**src/pkg/ledfh_pkg.sv**
```systemverilog
// constants, register map and carrier types of the led driver fault handler
package ledfh_pkg;

	localparam int NUM_CH          = 10;
	localparam int NUM_FAULTS      = 12;
	localparam int ADDR_W          = 8;
	localparam int DATA_W          = 8;
	localparam int SEL_W           = 4;

	// register offsets
	localparam logic [7:0] ADDR_FAULT_LO   = 8'h38;
	localparam logic [7:0] ADDR_FAULT_HI   = 8'h39;
	localparam logic [7:0] ADDR_REGLAT_LO  = 8'h3A;
	localparam logic [7:0] ADDR_REGLAT_HI  = 8'h3B;
	localparam logic [7:0] ADDR_SHORT_LO   = 8'h3C;
	localparam logic [7:0] ADDR_SHORT_HI   = 8'h3D;
	localparam logic [7:0] ADDR_CH_EN_LO   = 8'h40;
	localparam logic [7:0] ADDR_CH_EN_HI   = 8'h41;
	localparam logic [7:0] ADDR_CONFIG     = 8'h42;
	localparam logic [7:0] ADDR_MON_SEL    = 8'h43;
	localparam logic [7:0] ADDR_CH_OVP_LO  = 8'h44;
	localparam logic [7:0] ADDR_CH_OVP_HI  = 8'h45;

	// fault numbers, one-based as printed
	localparam int F_IN_OC      = 1;
	localparam int F_TEMP_WARN  = 3;
	localparam int F_TSD        = 4;
	localparam int F_OVP        = 8;
	localparam int F_PIN_SHORT  = 11;

	// config field positions
	localparam int CFG_DERATE_BIT  = 0;
	localparam int CFG_LATCH_LO    = 1;
	localparam int CFG_LATCH_W     = 4;

	// reset values
	localparam logic [NUM_CH-1:0] CH_EN_RST   = 10'h3FF;
	localparam logic [7:0]        CONFIG_RST  = 8'h00;
	localparam logic [7:0]        MON_SEL_RST = 8'h00;

	// thermal figures in degrees c, for reference of the comparator levels
	localparam int TSD_DEG_C          = 170;
	localparam int TSD_HYST_DEG_C     = 20;
	localparam int DERATE_MARGIN_DEG  = 20;

	// register access strobe group
	typedef struct packed {
		logic              wr;
		logic              rd;
		logic [ADDR_W-1:0] addr;
		logic [DATA_W-1:0] wdata;
	} ledfh_reg_req_t;

	// analog comparator and event inputs
	typedef struct packed {
		logic              in_overcurrent;
		logic              ovp_trip;
		logic              tsd_hot;
		logic              tsd_cool;
		logic              derate_zone;
		logic [NUM_CH-1:0] pin_low;
		logic [NUM_CH-1:0] pin_high;
		logic [NUM_CH-1:0] in_reg;
		logic [NUM_FAULTS-1:0] ext_fault;
	} ledfh_sense_t;

	// power stage controls
	typedef struct packed {
		logic              disconnect_on;
		logic              boost_on;
		logic              leds_on;
		logic              soft_start_go;
		logic              derate_on;
		logic              pullup_on;
		logic              retest_on;
		logic [NUM_CH-1:0] ch_regulate;
		logic [NUM_CH-1:0] boost_raise;
	} ledfh_ctrl_t;

	typedef enum logic [2:0] {
		ST_IDLE    = 3'b000,
		ST_CHECK   = 3'b001,
		ST_RUN     = 3'b011,
		ST_RETEST  = 3'b010,
		ST_OFF     = 3'b110
	} ledfh_state_t;

	// selects bit idx of a 16-bit status vector; a 4-bit idx reaches every bit, so none is out of range
	function automatic logic ledfh_pick(input logic [15:0] v, input logic [SEL_W-1:0] idx);
		ledfh_pick = v[idx];
	endfunction

endpackage

```
**src/rtl/ledfh_monitor.sv**
```systemverilog
// open-drain monitor output driver with programmable status select
`timescale 1ns/1ps
module ledfh_monitor (
	input  wire logic                     ref_clk,
	input  wire logic                     rstn,
	input  wire logic [15:0]              status,
	input  wire logic [ledfh_pkg::SEL_W-1:0] sel,
	output logic                          pin_o,
	output logic                          pin_oe
);
	import ledfh_pkg::*;

	logic active_reg;

	// registered so the pin never glitches while select changes
	always_ff @(posedge ref_clk or negedge rstn)
	begin
		if (!rstn)
			active_reg <= 1'b0;
		else
			active_reg <= ledfh_pick(status, sel);
	end

	// pull low while asserted, release otherwise
	assign pin_o  = 1'b0;
	assign pin_oe = active_reg;

	chk_drive_follows: assert property (@(posedge ref_clk) disable iff (!rstn)
		ledfh_pick(status, sel) |=> pin_oe) else $error("monitor pin not driven low");

endmodule

```
**src/rtl/ledfh_sync.sv**
```systemverilog
// two-flop synchroniser for a vector of pin levels
`timescale 1ns/1ps
module ledfh_sync #(
	parameter int W = 1
) (
	input  wire logic         ref_clk,
	input  wire logic         rstn,
	input  wire logic [W-1:0] d,
	output logic      [W-1:0] q
);

	logic [W-1:0] meta_reg;

	// first stage feeds only the second
	always_ff @(posedge ref_clk or negedge rstn)
	begin
		if (!rstn)
		begin
			meta_reg <= '0;
			q        <= '0;
		end
		else
		begin
			meta_reg <= d;
			q        <= meta_reg;
		end
	end

endmodule

```
**src/rtl/ledfh_top.sv**
```systemverilog
// fault supervision core of the multi-channel led driver
`timescale 1ns/1ps
module ledfh_top (
	input  wire logic                     ref_clk,
	input  wire logic                     rstn,
	input  wire logic                     enable_pin,
	input  wire ledfh_pkg::ledfh_reg_req_t reg_req,
	output logic [ledfh_pkg::DATA_W-1:0]  reg_rdata,
	input  wire ledfh_pkg::ledfh_sense_t  sense,
	output ledfh_pkg::ledfh_ctrl_t        ctrl,
	output logic                          fault_flag_n_o,
	output logic                          fault_flag_n_oe,
	output logic                          monitor_out_a_o,
	output logic                          monitor_out_a_oe,
	output logic                          monitor_out_b_o,
	output logic                          monitor_out_b_oe
);
	import ledfh_pkg::*;

	localparam int SW = $bits(ledfh_sense_t);

	ledfh_sense_t           s;
	logic                   en_sync;
	ledfh_state_t           state_reg;
	ledfh_state_t           state_next;
	logic [NUM_FAULTS-1:0]  fault_reg;
	logic [NUM_FAULTS-1:0]  fault_raw;
	logic [NUM_CH-1:0]      ch_en_reg;
	logic [NUM_CH-1:0]      in_use_reg;
	logic [NUM_CH-1:0]      dropped_reg;
	logic [NUM_CH-1:0]      short_reg;
	logic [NUM_CH-1:0]      ch_ovp_reg;
	logic [7:0]             config_reg;
	logic [7:0]             mon_sel_reg;
	logic                   en_prev_reg;
	logic                   ovp_prev_reg;
	logic                   first_done_reg;
	logic                   tsd_active_reg;
	logic                   oc_latched_reg;
	logic [NUM_CH-1:0]      active_ch;
	logic [NUM_CH-1:0]      retest_set;
	logic                   en_rise;
	logic                   en_fall;
	logic [15:0]            mon_status;

	// comparator and pin levels come from the analog side, so synchronise
	ledfh_sync #(.W(SW)) u_sense_sync (
		.ref_clk (ref_clk),
		.rstn    (rstn),
		.d       (sense),
		.q       (s)
	);

	ledfh_sync #(.W(1)) u_en_sync (
		.ref_clk (ref_clk),
		.rstn    (rstn),
		.d       (enable_pin),
		.q       (en_sync)
	);

	assign en_rise = en_sync & ~en_prev_reg;
	assign en_fall = ~en_sync & en_prev_reg;

	// channels taking part in regulation
	assign active_ch  = ch_en_reg & in_use_reg & ~dropped_reg;
	assign retest_set = active_ch & ~s.in_reg;

	// raw fault conditions, fault n sits at bit n-1
	always_comb
	begin
		fault_raw                  = s.ext_fault;
		fault_raw[F_IN_OC-1]       = s.in_overcurrent;
		fault_raw[F_TEMP_WARN-1]   = s.derate_zone;
		fault_raw[F_TSD-1]         = tsd_active_reg;
		fault_raw[F_OVP-1]         = s.ovp_trip;
		fault_raw[F_PIN_SHORT-1]   = (state_reg == ST_RETEST) && |(retest_set & s.pin_low);
	end

	// enable and overvoltage edge tracking; a trip that stands for several cycles
	// must start one retest only, since sense data during retest is not meaningful
	always_ff @(posedge ref_clk or negedge rstn)
	begin
		if (!rstn)
		begin
			en_prev_reg  <= 1'b0;
			ovp_prev_reg <= 1'b0;
		end
		else
		begin
			en_prev_reg  <= en_sync;
			ovp_prev_reg <= s.ovp_trip;
		end
	end

	// thermal shutdown with hysteresis: leave only at the cool comparator
	always_ff @(posedge ref_clk or negedge rstn)
	begin
		if (!rstn)
			tsd_active_reg <= 1'b0;
		else if (s.tsd_hot)
			tsd_active_reg <= 1'b1;
		else if (s.tsd_cool)
			tsd_active_reg <= 1'b0;
	end

	// input overcurrent latch, released only by an enable toggle
	always_ff @(posedge ref_clk or negedge rstn)
	begin
		if (!rstn)
			oc_latched_reg <= 1'b0;
		else if (s.in_overcurrent)
			oc_latched_reg <= 1'b1;
		else if (en_fall)
			oc_latched_reg <= 1'b0;
	end

	// fault flags: latching ones hold until enable drops, auto ones follow the cause
	always_ff @(posedge ref_clk or negedge rstn)
	begin
		if (!rstn)
			fault_reg <= '0;
		else
		begin
			for (int i = 0; i < NUM_FAULTS; i++)
			begin
				logic latching;
				latching = (i == F_IN_OC-1) || (i == F_PIN_SHORT-1) ||
				           (i >= F_TSD-1 && i < F_TSD-1+CFG_LATCH_W &&
				            config_reg[CFG_LATCH_LO + i - (F_TSD-1)]);
				if (fault_raw[i])
					fault_reg[i] <= 1'b1; // set wins
				else if (latching ? en_fall : 1'b1)
					fault_reg[i] <= 1'b0;
			end
			// an open channel cleared by the retest also clears the overvoltage flag
			if (state_reg == ST_RETEST && !(|(retest_set & s.pin_low)) && !s.ovp_trip)
				fault_reg[F_OVP-1] <= 1'b0;
		end
	end

	// top-level sequence
	always_comb
	begin
		state_next = state_reg;
		case (state_reg)
			ST_IDLE:
				if (en_rise)
					state_next = first_done_reg ? ST_RUN : ST_CHECK;
			ST_CHECK:
				if (!en_sync)
					state_next = ST_IDLE;
				else if (!(|s.pin_low))
					state_next = ST_RUN;
			ST_RUN:
				if (!en_sync)
					state_next = ST_IDLE;
				else if (s.in_overcurrent)
					state_next = ST_OFF;
				else if (s.ovp_trip && !ovp_prev_reg)
					state_next = ST_RETEST;
			ST_RETEST:
				if (|(retest_set & s.pin_low))
					state_next = ST_OFF;
				else
					state_next = ST_RUN;
			ST_OFF:
				if (!en_sync)
					state_next = ST_IDLE;
			default:
				state_next = ST_IDLE;
		endcase
	end

	always_ff @(posedge ref_clk or negedge rstn)
	begin
		if (!rstn)
			state_reg <= ST_IDLE;
		else
			state_reg <= state_next;
	end

	// startup pin classification, done once
	always_ff @(posedge ref_clk or negedge rstn)
	begin
		if (!rstn)
		begin
			first_done_reg <= 1'b0;
			in_use_reg     <= '0;
		end
		else if (state_reg == ST_CHECK && state_next == ST_RUN)
		begin
			first_done_reg <= 1'b1;
			in_use_reg     <= s.pin_high;
		end
	end

	// retest outcome per channel
	always_ff @(posedge ref_clk or negedge rstn)
	begin
		if (!rstn)
		begin
			dropped_reg <= '0;
			short_reg   <= '0;
			ch_ovp_reg  <= '0;
		end
		else if (state_reg == ST_RETEST)
		begin
			short_reg   <= short_reg | (retest_set & s.pin_low);
			dropped_reg <= dropped_reg | (retest_set & ~s.pin_low);
			ch_ovp_reg  <= ch_ovp_reg | retest_set;
		end
		else
			ch_ovp_reg  <= ch_ovp_reg & ch_en_reg; // disabled reads 0
	end

	// register writes
	always_ff @(posedge ref_clk or negedge rstn)
	begin
		if (!rstn)
		begin
			ch_en_reg   <= CH_EN_RST;
			config_reg  <= CONFIG_RST; // derating off by default
			mon_sel_reg <= MON_SEL_RST;
		end
		else if (reg_req.wr)
		begin
			case (reg_req.addr)
				ADDR_CH_EN_LO: ch_en_reg[7:0] <= reg_req.wdata;
				ADDR_CH_EN_HI: ch_en_reg[NUM_CH-1:8] <= reg_req.wdata[NUM_CH-9:0];
				ADDR_CONFIG:   config_reg <= reg_req.wdata;
				ADDR_MON_SEL:  mon_sel_reg <= reg_req.wdata;
				default:       ;
			endcase
		end
	end

	// register reads, unmapped reads as zero
	always_comb
	begin
		case (reg_req.addr)
			ADDR_FAULT_LO:  reg_rdata = fault_reg[7:0];
			ADDR_FAULT_HI:  reg_rdata = {4'h0, fault_reg[NUM_FAULTS-1:8]};
			ADDR_REGLAT_LO: reg_rdata = dropped_reg[7:0];
			ADDR_REGLAT_HI: reg_rdata = {6'h00, dropped_reg[NUM_CH-1:8]};
			ADDR_SHORT_LO:  reg_rdata = short_reg[7:0];
			ADDR_SHORT_HI:  reg_rdata = {6'h00, short_reg[NUM_CH-1:8]};
			ADDR_CH_EN_LO:  reg_rdata = ch_en_reg[7:0];
			ADDR_CH_EN_HI:  reg_rdata = {6'h00, ch_en_reg[NUM_CH-1:8]};
			ADDR_CONFIG:    reg_rdata = config_reg;
			ADDR_MON_SEL:   reg_rdata = mon_sel_reg;
			ADDR_CH_OVP_LO: reg_rdata = ch_ovp_reg[7:0];
			ADDR_CH_OVP_HI: reg_rdata = {6'h00, ch_ovp_reg[NUM_CH-1:8]};
			default:        reg_rdata = 8'h00;
		endcase
	end

	// power stage controls; stuck shutdown states keep boost, leds and channel regulation off
	always_comb
	begin
		ctrl               = '0;
		ctrl.disconnect_on = en_sync && !oc_latched_reg;
		ctrl.pullup_on     = (state_reg == ST_CHECK) || (state_reg == ST_RETEST);
		ctrl.retest_on     = (state_reg == ST_RETEST);
		ctrl.soft_start_go = (state_reg == ST_RUN);
		ctrl.boost_on      = (state_reg == ST_RUN) && !tsd_active_reg && !oc_latched_reg;
		ctrl.leds_on       = ctrl.boost_on;
		ctrl.derate_on     = config_reg[CFG_DERATE_BIT] && s.derate_zone;
		ctrl.ch_regulate   = ctrl.leds_on ? active_ch : '0;
		ctrl.boost_raise   = ctrl.ch_regulate & ~s.in_reg;
	end

	// flag pin pulled low while any flag-raising fault stands
	assign fault_flag_n_o  = 1'b0;
	assign fault_flag_n_oe = fault_reg[F_IN_OC-1] | fault_reg[F_TSD-1] | fault_reg[F_OVP-1] |
	                         fault_reg[F_PIN_SHORT-1];

	// monitor choices: faults then run state
	assign mon_status = {3'h0, (state_reg == ST_RUN), fault_reg};

	ledfh_monitor u_mon_a (
		.ref_clk (ref_clk),
		.rstn    (rstn),
		.status  (mon_status),
		.sel     (mon_sel_reg[3:0]),
		.pin_o   (monitor_out_a_o),
		.pin_oe  (monitor_out_a_oe)
	);

	ledfh_monitor u_mon_b (
		.ref_clk (ref_clk),
		.rstn    (rstn),
		.status  (mon_status),
		.sel     (mon_sel_reg[7:4]),
		.pin_o   (monitor_out_b_o),
		.pin_oe  (monitor_out_b_oe)
	);

	chk_tsd_kills_boost: assert property (@(posedge ref_clk) disable iff (!rstn)
		s.tsd_hot |=> !ctrl.boost_on && !ctrl.leds_on) else $error("boost on during thermal shutdown");
	chk_tsd_hold_hyst: assert property (@(posedge ref_clk) disable iff (!rstn)
		tsd_active_reg && !s.tsd_cool |=> tsd_active_reg) else $error("thermal shutdown left early");
	chk_short_holds_start: assert property (@(posedge ref_clk) disable iff (!rstn)
		state_reg == ST_CHECK && |s.pin_low |=> state_reg != ST_RUN) else $error("soft start with short");
	chk_raise_only_active: assert property (@(posedge ref_clk) disable iff (!rstn)
		(ctrl.boost_raise & ~active_ch) == '0) else $error("inactive channel raises boost");
	chk_retest_short_off: assert property (@(posedge ref_clk) disable iff (!rstn)
		state_reg == ST_RETEST && |(retest_set & s.pin_low) |=> state_reg == ST_OFF && fault_reg[F_PIN_SHORT-1])
		else $error("retest short not handled");
	chk_retest_open_drop: assert property (@(posedge ref_clk) disable iff (!rstn)
		state_reg == ST_RETEST && !(|(retest_set & s.pin_low)) |=> (dropped_reg & $past(retest_set)) == $past(retest_set))
		else $error("open channel not dropped");
	chk_oc_latch_off: assert property (@(posedge ref_clk) disable iff (!rstn)
		s.in_overcurrent |=> !ctrl.disconnect_on && fault_flag_n_oe) else $error("overcurrent not latched");
	chk_derate_gate: assert property (@(posedge ref_clk) disable iff (!rstn)
		!config_reg[CFG_DERATE_BIT] |-> !ctrl.derate_on) else $error("derating while disabled");
	chk_latch_fault_hold: assert property (@(posedge ref_clk) disable iff (!rstn)
		fault_reg[F_PIN_SHORT-1] && !en_fall |=> fault_reg[F_PIN_SHORT-1]) else $error("latched fault lost");

endmodule

```
**config.mk**
```make
export PLATFORM = sky130hd
export DESIGN_NAME = ledfh_top
export DESIGN_NICKNAME = d
export VERILOG_FILES = /design/src/pkg/ledfh_pkg.sv /design/src/rtl/ledfh_monitor.sv /design/src/rtl/ledfh_sync.sv /design/src/rtl/ledfh_top.sv
export SDC_FILE = /design/constraint.sdc
export NUM_CORES = 1
export LEC_CHECK = 0
export BUFFER_PORTS_ARGS = -buffer_cell sky130_fd_sc_hd__buf_2
export CAP_MARGIN = 20
export CORE_ASPECT_RATIO = 0.8
export CORE_UTILIZATION = 30
export CTS_BUF_LIST = sky130_fd_sc_hd__clkbuf_16
export DETAILED_ROUTE_END_ITERATION = 8
export PLACE_DENSITY_LB_ADDON = 0.25
export REMOVE_ABC_BUFFERS = 1
export SETUP_SLACK_MARGIN = 0.5
export SYNTH_ARGS = -nofsm -noshare
export SYNTH_HDL_FRONTEND = slang
export SYNTH_SLANG_ARGS = --single-unit
```
**constraint.sdc**
```tcl
create_clock -name ref_clk -period 2.3 [get_ports ref_clk]
set_clock_uncertainty 0.2 [all_clocks]
set_input_delay 0.23 -clock ref_clk [delete_from_list [all_inputs] [get_ports ref_clk]]
set_output_delay 0.23 -clock ref_clk [all_outputs]
set_load 0.1 [all_outputs]
```
* After elaboration in Yosys (flattened, before gate mapping) *
Index checks and enable logic that the tools add are counted.

storage, ports and cells
  bits of input ports = 68
  word-level logic and storage cells = 135
  register bits after elaboration = 183
  output and inout port bits = 41

operators by class
  equal/unequal tests = 17
  order comparisons = 2
  reductions and logical operators = 29
  bitwise gates (word level) = 20
  mux-type cells = 41

operator list
  kind                  count
  $pmux W8 S12          1
  $and A10 B10 Y10      7
  $eq A8 B6 Y1 const B  6
  $eq A8 B7 Y1 const B  6
  $not A10 Y10          3
  $or A10 B10 Y10       3
  $mux W1               26
  $mux W3               8
  $mux W10              2
  $reduce_or A10 Y1     2
  $pmux W3 S5           1
  $reduce_bool A2 Y1    7
  $lt A4 B5 Y1 const B  2
  $eq A3 B2 Y1 const B  3
  $logic_and A1 B1 Y1   9
  $bmux W1 S4           2
  $reduce_and A2 Y1     4
  $logic_not A1 Y1      5
  $eq A3 B1 Y1 const B  1
  $eq A3 B3 Y1 const B  1
  $logic_not A3 Y1      1
  $or A1 B1 Y1          3
  $and A1 B1 Y1         2
  $mux W2               1
  other kinds (2)       3

* Logic depth before layout (Yosys ltp) *
Gate-level depths: netlist of run 1.

  depth after elaboration = 9
  depth in mapped cells = 7
  depth with buffers taken out = 5

* Modules after synthesis *
A second synthesis of run 1 with hierarchy kept.

second synthesis, totals
  cell total of the unflattened synthesis = 494
  area total of the unflattened synthesis = 6,981.7 µm²

modules (own cells, without submodules)
  module                      cells an instance  instances  area each (µm²)  sequential area each (µm²)
  ledfh_top                   378                1          4,236.6          2,139.6
  ledfh_sync at u_sense_sync  94                 1          2,352.3          2,352.3
  ledfh_monitor               10                 2          171.4            25.0
  ledfh_sync at u_en_sync     2                  1          50.0             50.0

* Worst setup path after synthesis of run 1 *
No wires, ideal clock.

  path kind = register to output
  from = reg state_reg[1]
  to = out ctrl[0] in the netlist's numbering
  arrival time = 4,056 ps
  slack = -2,186 ps
  data required time = 1,870 ps
  cell stages (with the launch flop) = 6
  path buffers = 2
  cells stage by stage = dfrtp_1 > clkbuf_1 > nand3b_1 > or3_1 > clkbuf_1 > nor4_1

RTL lines
  element                 line              text
  from (decl)             ledfh_top.sv:24   ledfh_state_t state_reg;
  from (signal assigned)  ledfh_top.sv:179  state_reg <= state_next;
  to (decl)               ledfh_top.sv:10   output ledfh_pkg::ledfh_ctrl_t ctrl,

==> results of run 1 <==
==> logic make-up after synthesis <==
group / count (synthesis) / synth area share [%]
DFF: 173 / 64.70
and+or+nand+nor: 143 / 12.44
other: 1 / 0.05589
AOI/OAI and AO/OA: 80 / 8.596
muxes: 60 / 11.47
xor gates and xnor gates: 1 / 0.1305
buffers and inverters: 34 / 2.611
==> cell usage in the layout (no fill, tap or decap), types with 12 or more instances in the layout <==
cell type      instances
buf_4                 61
buf_6                 24
a31o_2                15
buf_2                 59
mux2_4                12
buf_12                42
o21ai_0               16
nand3_1               14
mux2_2                30
dlygate4sd3_1         52
nand2_1               40
clkbuf_16             17
o21bai_1              12
dfrtp_1              152
==> worst paths after layout <==
| check | end | slack [ns] | depth (start not counted) |
|---|---|---|---|
| min | ch_en_reg[9] | 0.08 | 3 |
| max in group asynchronous | ch_en_reg[4] | 1.09 | 3 |
| max reg2reg | u_mon_b.pin_oe | 0.42 | 4 |
| max | ctrl[7] | -0.25 | 6 |
| min reg2reg | u_sense_sync.q[44] | 0.15 | 0 |
| min in group asynchronous | u_sense_sync.meta_reg[1] | 0.15 | 2 |
==> where the power goes <==
group          internal [uW]  total (uW)  switching, uW
Combinational            624        1420            794
Sequential              3190        3300            112
Clock                   1710        2890           1180
Total                   5520        7610           2080
==> repair_timing <==
action | 4_1_cts | 5_1_grt
endpoints found under the setup margin | 60 | 52
buffers inserted | 16 | 12
hold endpoints to repair | 123 | 0
gates resized for setup | 120 | 43
hold buffers | 52 | 0
pin swaps | 18 | 12
==> tightest hold or removal path, delay by kind of cell <==
family | cells | cell delay, ns
buffers and inverters | 1 | 0.16
muxes | 1 | 0.16
and+or+nand+nor | 1 | 0.12
==> per-stage QoR <==
step,setup TNS [ns],setup WS [ns],hold slack (ns),utilization [%]
after floorplan,-43.43,-2.193,-0.2656,-
after global placement,-0.7615,-0.2778,0.03359,38.86
after detailed placement,-0.8311,-0.2915,0.03632,38.86
after CTS,-4.124,-0.2405,0.07147,46.99
after global routing,-6.128,-0.3387,0.09351,48.35
final,-3.917,-0.2451,0.08382,48.35
==> final cells by class <==
type,count,area [sq um]
fill,1962,11230
inverter,10,40.04
multi-input combinational,287,2745
tap,300,375.4
clock buffer,17,425.4
sequential,173,4355
clock inverter,14,170.2
timing repair buffer,239,2400
==> per-layer routing <==
layer	vias up	wire length, um
met5	-	0
met4	0	215
met3	16	823
met2	124	8602
met1	2531	9294
li1	2284	-
==> flow_metrics.py, run 1 <==
metrics = {
    "cts": {
        "clockBufferDepth": 2,
        "clock_sinks": 173,
        "clock_latency_ns": 0.43,
        "cts_buffers": 17,
        "cts_tree": "yes",
        "root_buffer": "clkbuf_16",
        "clkTransAtPathRegs_ns": 0.06,
        "htree_levels": 4,
    },
    "global_routing": {
        "grt_util_met1_pct": 25.78,
        "grt.overflow.total": 0,
        "top_usage_layer": "met2",
        "grt_pass1_wl_um": 29540,
        "use_met2_pct": 25.97,
        "met3_usage_pct": 3.214,
        "grt_pass1_vias": 5084,
        "antenna_found_initial": 0,
        "grt_max_degree": 58,
        "grt_usage_pct": 17.47,
    },
    "worst_setup_path": {
        "r2r-start": "fault_reg[0]",
        "max_stage_delay_ns": 0.37,
        "startpoint": "state_reg[2]",
        "crit_chain": "nand3b_1 > or3_4 > buf_12 > nor4_4 > buf_4 > buf_12",
        "path_buf_inv": 3,
        "criticalPathCategory": "reg2out",
        "crit_slowest_cell": "dfrtp_1",
        "crit_top_cell": "buf_12",
        "endpoint_kind": "output pin",
        "cp_top_family": "simple AND/OR/NAND/NOR gates",
        "cp.required_ns": 1.87,
        "crit_path_start_kind": "flop",
        "path_max_fanout": 21,
        "worstPathArrival_ns": 2.12,
    },
    "floorplanning": {
        "io_pins": 109,
        "rows": 48,
        "die_area_sq_mm": 0.02297,
        "die_y_um": 135.8,
        "start_util_pct": 30.86,
        "chipWidth_um": 169.2,
        "core_sq_mm": 0.02174,
    },
    "placement": {
        "place.gp.congestion": 0.8701,
        "postPlaceCellArea_sq_mm": 0.008448,
        "io_buffers": 99,
        "dpl.hpwl_um": 13250,
        "dp.cells": 929,
    },
    "outcome": {
        "violations": "setup timing",
        "status": "finished, violations left",
    },
    "yosys": {
        "synth_edf_count": 0,
        "synth_common_cells": "dfrtp_1 (163), mux2_2 (41), nand2_1 (41), nor3_1 (24), o21ai_0 (21)",
        "yosysUniqueCellTypes": 52,
        "yosysMostFrequentCell": "dfrtp_1",
        "synth_top_area_share_pct": 60.79,
        "synth.avg_cell_area_sq_um": 13.64,
        "yosys_warnings": 0,
        "synth_seq_cells": 173,
        "ys.flop_type": "dfrtp_1",
        "synth_top_cell_by_area": "dfrtp_1",
        "yosysSeqAreaShare_pct": 64.70,
        "synthCells": 492,
        "synth_area_leaders": "dfrtp_1 (61%), mux2_2 (6.9%), dfstp_2 (3.9%)",
        "syn-cell-area_sq_mm": 0.006710,
        "async_reset_ff_share_pct": 100.0,
    },
    "timing": {
        "rsz0062_at_grt": "yes",
        "drv_slew": 0,
        "fin_crit_sh_pct": 110.7,
        "fin_crit_ns": 2.545,
        "maxSlewHeadroom_pct": 63.58,
        "max_freq_mhz": 392.9,
        "max_slew.worst_pin.slew_ns": 0.5462,
        "setup_viol": 23,
        "setup_slack_ns": -0.2451,
        "hold_violations": 0,
    },
    "worst_hold_path": {
        "min_from": "reg_req[17]",
        "hold_path.class": "in2reg",
    },
    "final_layout": {
        "area_growth_pct": 56.65,
        "fin_cells": 1040,
        "antenna_cells": 0,
        "fin_area_sq_mm": 0.01051,
        "layout.nets": 796,
        "layout-drive-gt1-share_pct": 49.86,
    },
    "drt": {
        "ant_nets": 0,
        "firstDrtPassIters": 5,
        "route.detailed.drc": 0,
        "drt-initial-drc-count": 319,
        "vias_per_cell": 4.764,
        "routedWlPerCell_um": 18.21,
        "drt-total-wl_um": 18940,
        "vias": 4955,
    },
    "power_and_ir_drop": {
        "power.density_mw_per_mm2": 723.6,
        "total_power_uw": 7606,
        "peakVddDrop_mv": 0.4875,
        "p_leak_uw": 0.004580,
    },
    "run": {
        "cap_violations": 0,
    },
}
Power figures use the tool's default switching activity.
==> run 2: changes to the inputs <==
- clock period: 2.3 -> 2.9 ns (I/O delays scaled with it)
==> run 2 against run 1 <==
Net effect:
- the run now ends clean
- first-iteration DRC count increased by 8.5%
- via count fell by 4.8%
- combinational power is 45% lower
- setup slack improved by 0.53 ns
- sequential power shrank 21%
- largest power group unchanged
==> flow_metrics.py, run 2 (synthesized netlist as in run 1, its figures left out) <==
metrics = {
    "cts": {
        "cts_tree": "yes",
        "clkTransAtPathRegs_ns": 0.07,
        "root_buffer": "clkbuf_16",
        "htree_levels": 4,
        "cts_buffers": 17,
        "clockBufferDepth": 2,
        "clock_latency_ns": 0.43,
        "clock_sinks": 173,
    },
    "power_and_ir_drop": {
        "p_leak_uw": 0.004160,
        "peakVddDrop_mv": 0.3749,
        "power.density_mw_per_mm2": 590.7,
        "total_power_uw": 5679,
    },
    "placement": {
        "place.gp.congestion": 0.8595,
        "dp_slack_ns": 0.1415,
        "dpl.hpwl_um": 13050,
        "dp.cells": 892,
        "io_buffers": 99,
    },
    "timing": {
        "maxSlewHeadroom_pct": 44.95,
        "fin_crit_sh_pct": 90.34,
        "drv_slew": 0,
        "fin_crit_ns": 2.620,
        "rsz0062_at_grt": "yes",
        "max_freq_mhz": 381.7,
        "hold_violations": 0,
        "max_slew.worst_pin.slew_ns": 0.8146,
        "holdWs_ns": 0.1337,
        "setup_slack_ns": 0.2801,
        "setup_viol": 0,
    },
    "floorplanning": {
        "start_util_pct": 30.86,
        "rows": 48,
        "die_y_um": 135.8,
        "chipWidth_um": 169.2,
        "die_area_sq_mm": 0.02297,
        "io_pins": 109,
        "core_sq_mm": 0.02174,
    },
    "drt": {
        "ant_nets": 0,
        "firstDrtPassIters": 4,
        "route.detailed.drc": 0,
        "drt-total-wl_um": 18140,
        "routedWlPerCell_um": 18.44,
        "vias": 4716,
        "drt-initial-drc-count": 346,
        "vias_per_cell": 4.793,
    },
    "worst_setup_path": {
        "worstPathArrival_ns": 2.13,
        "path_max_fanout": 21,
        "criticalPathCategory": "reg2out",
        "endpoint_kind": "output pin",
        "r2r-start": "ch_en_reg[6]",
        "rrSetupSlack_ns": 0.74,
        "crit_path_start_kind": "flop",
        "reg2reg_depth": 4,
        "cp.required_ns": 2.41,
        "endpoint": "ctrl[16]",
        "r2r_end": "state_reg[2]",
        "startpoint": "state_reg[2]",
    },
    "final_layout": {
        "antenna_cells": 0,
        "layout-drive-gt1-share_pct": 41.96,
        "area_growth_pct": 43.28,
        "final_common_cell": "dfrtp_1",
        "fill_cells": 2050,
        "layout.nets": 740,
        "final_util_pct": 44.22,
        "fin_cells": 984,
        "final_cell_mix": "dfrtp_1 (156), buf_2 (62), dlygate4sd3_1 (52)",
    },
    "global_routing": {
        "grt_pass1_vias": 4881,
        "antenna_found_initial": 0,
        "grt_pass1_wl_um": 28380,
        "grt.overflow.total": 0,
        "grt_usage_pct": 16.81,
        "grt_max_degree": 66,
    },
    "worst_hold_path": {
        "min_from": "reg_req[17]",
        "hold_path.class": "in2reg",
    },
    "run": {
        "cap_violations": 0,
    },
    "outcome": {
        "status": "complete, no violations",
    },
}
==> run 2: layer usage <==
metal	vias up	global-route usage, %	part of all wire, %
met5	-	0	0
met4	0	3.754	0.61
met3	9	3.593	3.4
met2	103	25.63	45
met1	2435	24.46	51
li1	2169	-	-
==> run 2: how the worst min path moves through the flow <==
stage | slack [ns] | cells past startpoint | endpoint
2_1_floorplan | -0.21 | 0 | ch_ovp_reg[0]
3_3_place_gp | 0.12 | 1 | u_sense_sync.meta_reg[43]
3_5_place_dp | 0.12 | 1 | u_sense_sync.q[44]
4_1_cts | 0.12 | 3 | ch_en_reg[9]
5_1_grt | 0.13 | 3 | ch_en_reg[9]
6_report | 0.13 | 3 | ch_en_reg[9]
==> run 2: critical path, cell delays in order, from the launching register on <==
cell and delay [ns]:
dfrtp_2 0.40, nand3b_1 0.20, or3_4 0.37, buf_12 0.18, nor3_1 0.29, buf_12 0.22
==> run 2: power breakdown <==
group	internal, uW	switching (uW)	total [uW]
combinational	251	531	782
clock	1290	996	2280
sequential	2530	86.3	2620
total	4070	1610	5680
==> run 2: what timing repair did <==
action	CTS	global route
pin swaps	9	9
endpoints found under the hold margin	130	0
setup endpoints to repair	30	31
hold buffers	52	0
resized for setup	62	23
buffers inserted	8	1
==> run 2: stage by stage <==
step,TNS (ns),cell area [sq um]
2_1_floorplan,-28.76,6580
3_3_place_gp,0,8063
3_5_place_dp,0,8063
4_1_cts,0,9524
5_1_grt,0,9614
6_report,0,9614
==> run 2: final cells by class <==
type / instances / area, sq um / share of cell area [%]
Multi-Input combinational cell: 287 / 2480 / 25.79
Tap cell: 300 / 375.4 / 3.904
Sequential cell: 173 / 4350 / 45.25
Timing Repair Buffer: 183 / 1787 / 18.58
Clock inverter: 14 / 158.9 / 1.653
Clock buffer: 17 / 425.4 / 4.425
Inverter: 10 / 37.54 / 0.3904
==> run 3: changes to the inputs <==
- CORE_UTILIZATION: 30 -> 45
==> run 3 against run 2 <==
Net effect:
- the run now ends with DRC left
- setup slack lost 0.032 ns
- sequential share of layout area shrank 0.074 points
- highest routed layer unchanged
- final cell count shrank 11%
- critical path type unchanged
- flip-flop and latch count is the same
- critical path depth grew 1
- global-route usage grew 9.0 points
- count of clock-buffer cells in the layout is the same
- combinational power grew 8.4%
- final area is essentially flat
- maximum frequency shrank 1.2%
==> flow_metrics.py, run 3 (synthesized netlist as in run 1, its figures left out) <==
metrics = {
    "cts": {
        "cts_buffers": 17,
        "clock_latency_ns": 0.43,
        "cts_tree": "yes",
        "clkTransAtPathRegs_ns": 0.07,
        "clock_sinks": 173,
        "htree_levels": 4,
        "clockBufferDepth": 2,
        "root_buffer": "clkbuf_16",
    },
    "worst_setup_path": {
        "cp_top_family": "simple AND/OR/NAND/NOR gates",
        "max_stage_delay_ns": 0.44,
        "cp.required_ns": 2.41,
        "worstPathArrival_ns": 2.16,
        "crit_chain": "nand3b_1 > or3_4 > buf_12 > nor4_4 > buf_4 > buf_12",
        "criticalPathCategory": "reg2out",
        "crit_path_start_kind": "flop",
        "crit_slowest_cell": "or3_4",
        "path_max_fanout": 6,
        "path_buf_inv": 3,
        "endpoint_kind": "output pin",
        "crit_top_cell": "buf_12",
    },
    "floorplanning": {
        "die_y_um": 111.2,
        "core_sq_mm": 0.01440,
        "chipWidth_um": 138.5,
        "start_util_pct": 46.61,
        "io_pins": 109,
        "die_area_sq_mm": 0.01541,
        "rows": 39,
    },
    "global_routing": {
        "grt_pass1_wl_um": 29210,
        "grt_pass1_vias": 5158,
        "grt.overflow.total": 0,
        "grt_usage_pct": 25.79,
        "grt_max_degree": 63,
        "antenna_found_initial": 0,
    },
    "drt": {
        "vias_per_cell": 5.529,
        "route.detailed.drc": 13,
        "ant_nets": 0,
        "drt-initial-drc-count": 325,
        "firstDrtPassIters": 7,
        "vias": 4821,
        "routedWlPerCell_um": 20.89,
        "drt-total-wl_um": 18220,
    },
    "power_and_ir_drop": {
        "seq_power_share_pct": 45.9,
        "pwr-share-clk_pct": 39.3,
        "power.density_mw_per_mm2": 593.8,
        "power.internal_uw": 4105,
        "switching_share_pct": 28.15,
        "peakVddDrop_mv": 0.4104,
        "pwr-share-comb_pct": 14.8,
        "p_leak_uw": 0.004189,
        "switchingPower_uw": 1608,
    },
    "outcome": {
        "violations": "DRC",
        "status": "finished, violations left",
    },
    "timing": {
        "holdWs_ns": 0.1133,
        "rsz0062_at_grt": "yes",
        "fin_crit_ns": 2.652,
        "setup_viol": 0,
        "max_freq_mhz": 377.1,
        "max_slew.worst_pin.slew_ns": 0.8567,
        "fin_crit_sh_pct": 91.44,
        "hold_violations": 0,
        "maxSlewHeadroom_pct": 42.11,
        "drv_slew": 0,
    },
    "final_layout": {
        "area_growth_pct": 43.39,
        "antenna_cells": 0,
        "layout.nets": 743,
        "final_common_cell": "dfrtp_1",
        "fin_area_sq_mm": 0.009622,
        "layout-drive-gt1-share_pct": 41.57,
        "final_cell_mix": "dfrtp_1 (159), buf_2 (65), dlygate4sd3_1 (52)",
    },
    "placement": {
        "dpl.hpwl_um": 11730,
        "place.gp.congestion": 0.8703,
        "io_buffers": 99,
        "postPlaceCellArea_sq_mm": 0.007885,
    },
    "run": {
        "cap_violations": 0,
    },
    "worst_hold_path": {
        "hold_path.class": "in2reg",
    },
}
-- run 3: changes by cell type in the layout (fill, tap and decap cells not counted), sizes merged --
| cell | before | now |
|---|---|---|
| clkinvlp | 2 | 1 |
| inv | 16 | 17 |
| clkinv | 4 | 5 |
| clkbuf | 18 | 21 |
-- run 3: power groups by stage --
| stage | clock [uW] | sequential, uW | combinational (uW) |
|---|---|---|---|
| after CTS | 2280 | 2620 | 801 |
| final | 2240 | 2620 | 848 |
| after global routing | 2400 | 2630 | 895 |
| after global placement | 0 | 2670 | 640 |
| after floorplan | 0 | 2660 | 397 |
| after detailed placement | 0 | 2680 | 654 |
-- run 3: cell type report --
cell class                 instances  area (sq um)
clock buffer                      17         425.4
clock inverter                    15         156.4
fill                            1003          4773
inverter                          10         47.55
multi-input combinational        287          2541
sequential                       173          4347
tap                              184         230.2
timing repair buffer             186          1874
-- run 3: metrics by stage --
stage               setup slack, ns  TNS (ns)  util, %  cells  total power (uW)
finish                       0.2481         0    66.84    872              5713
global placement             0.2797         0    54.78    770              3312
floorplan                    -1.653    -28.76        -    470              3054
CTS                          0.2652         0    65.91    868              5705
detailed placement           0.2817         0    54.78    770              3331
global route                 0.1524         0    66.84    872              5926
-- run 3: worst paths after layout --
check,startpoint,endpoint,slack (ns),cells past startpoint
worst max-delay path,state_reg[2],ctrl[9],0.25,6
worst min-delay path,reg_req[17],ch_en_reg[8],0.11,3
worst max register to register,ch_en_reg[4],state_reg[2],0.73,4
worst min register to register,u_sense_sync.meta_reg[13],u_sense_sync.q[13],0.15,0
max in group asynchronous,rstn,ch_en_reg[7],1.59,3
min in group asynchronous,rstn,u_en_sync.meta_reg,0.18,2
-- run 3: tightest hold or removal path: stages --
cell	delay, ns
buf_2	0.15
nand3_1	0.11
mux2_2	0.16
-- run 3: layer usage --
metal  track usage [%]  part of all wire (%)  up-vias
met2             39.97                    47      168
met3             5.702                   4.9       36
li1                  -                     -     2170
met1             35.37                    46     2447
met5                 0                     0        -
met4             10.49                   2.7        0
-- run 3: timing repair --
action                                  4_1_cts  5_1_grt
resized for setup                            70       28
endpoints found under the setup margin       30       29
hold buffers                                 52        0
setup buffers                                12        3
cloned                                        2        1
pin swaps                                     7        6
hold endpoints to repair                    118        0
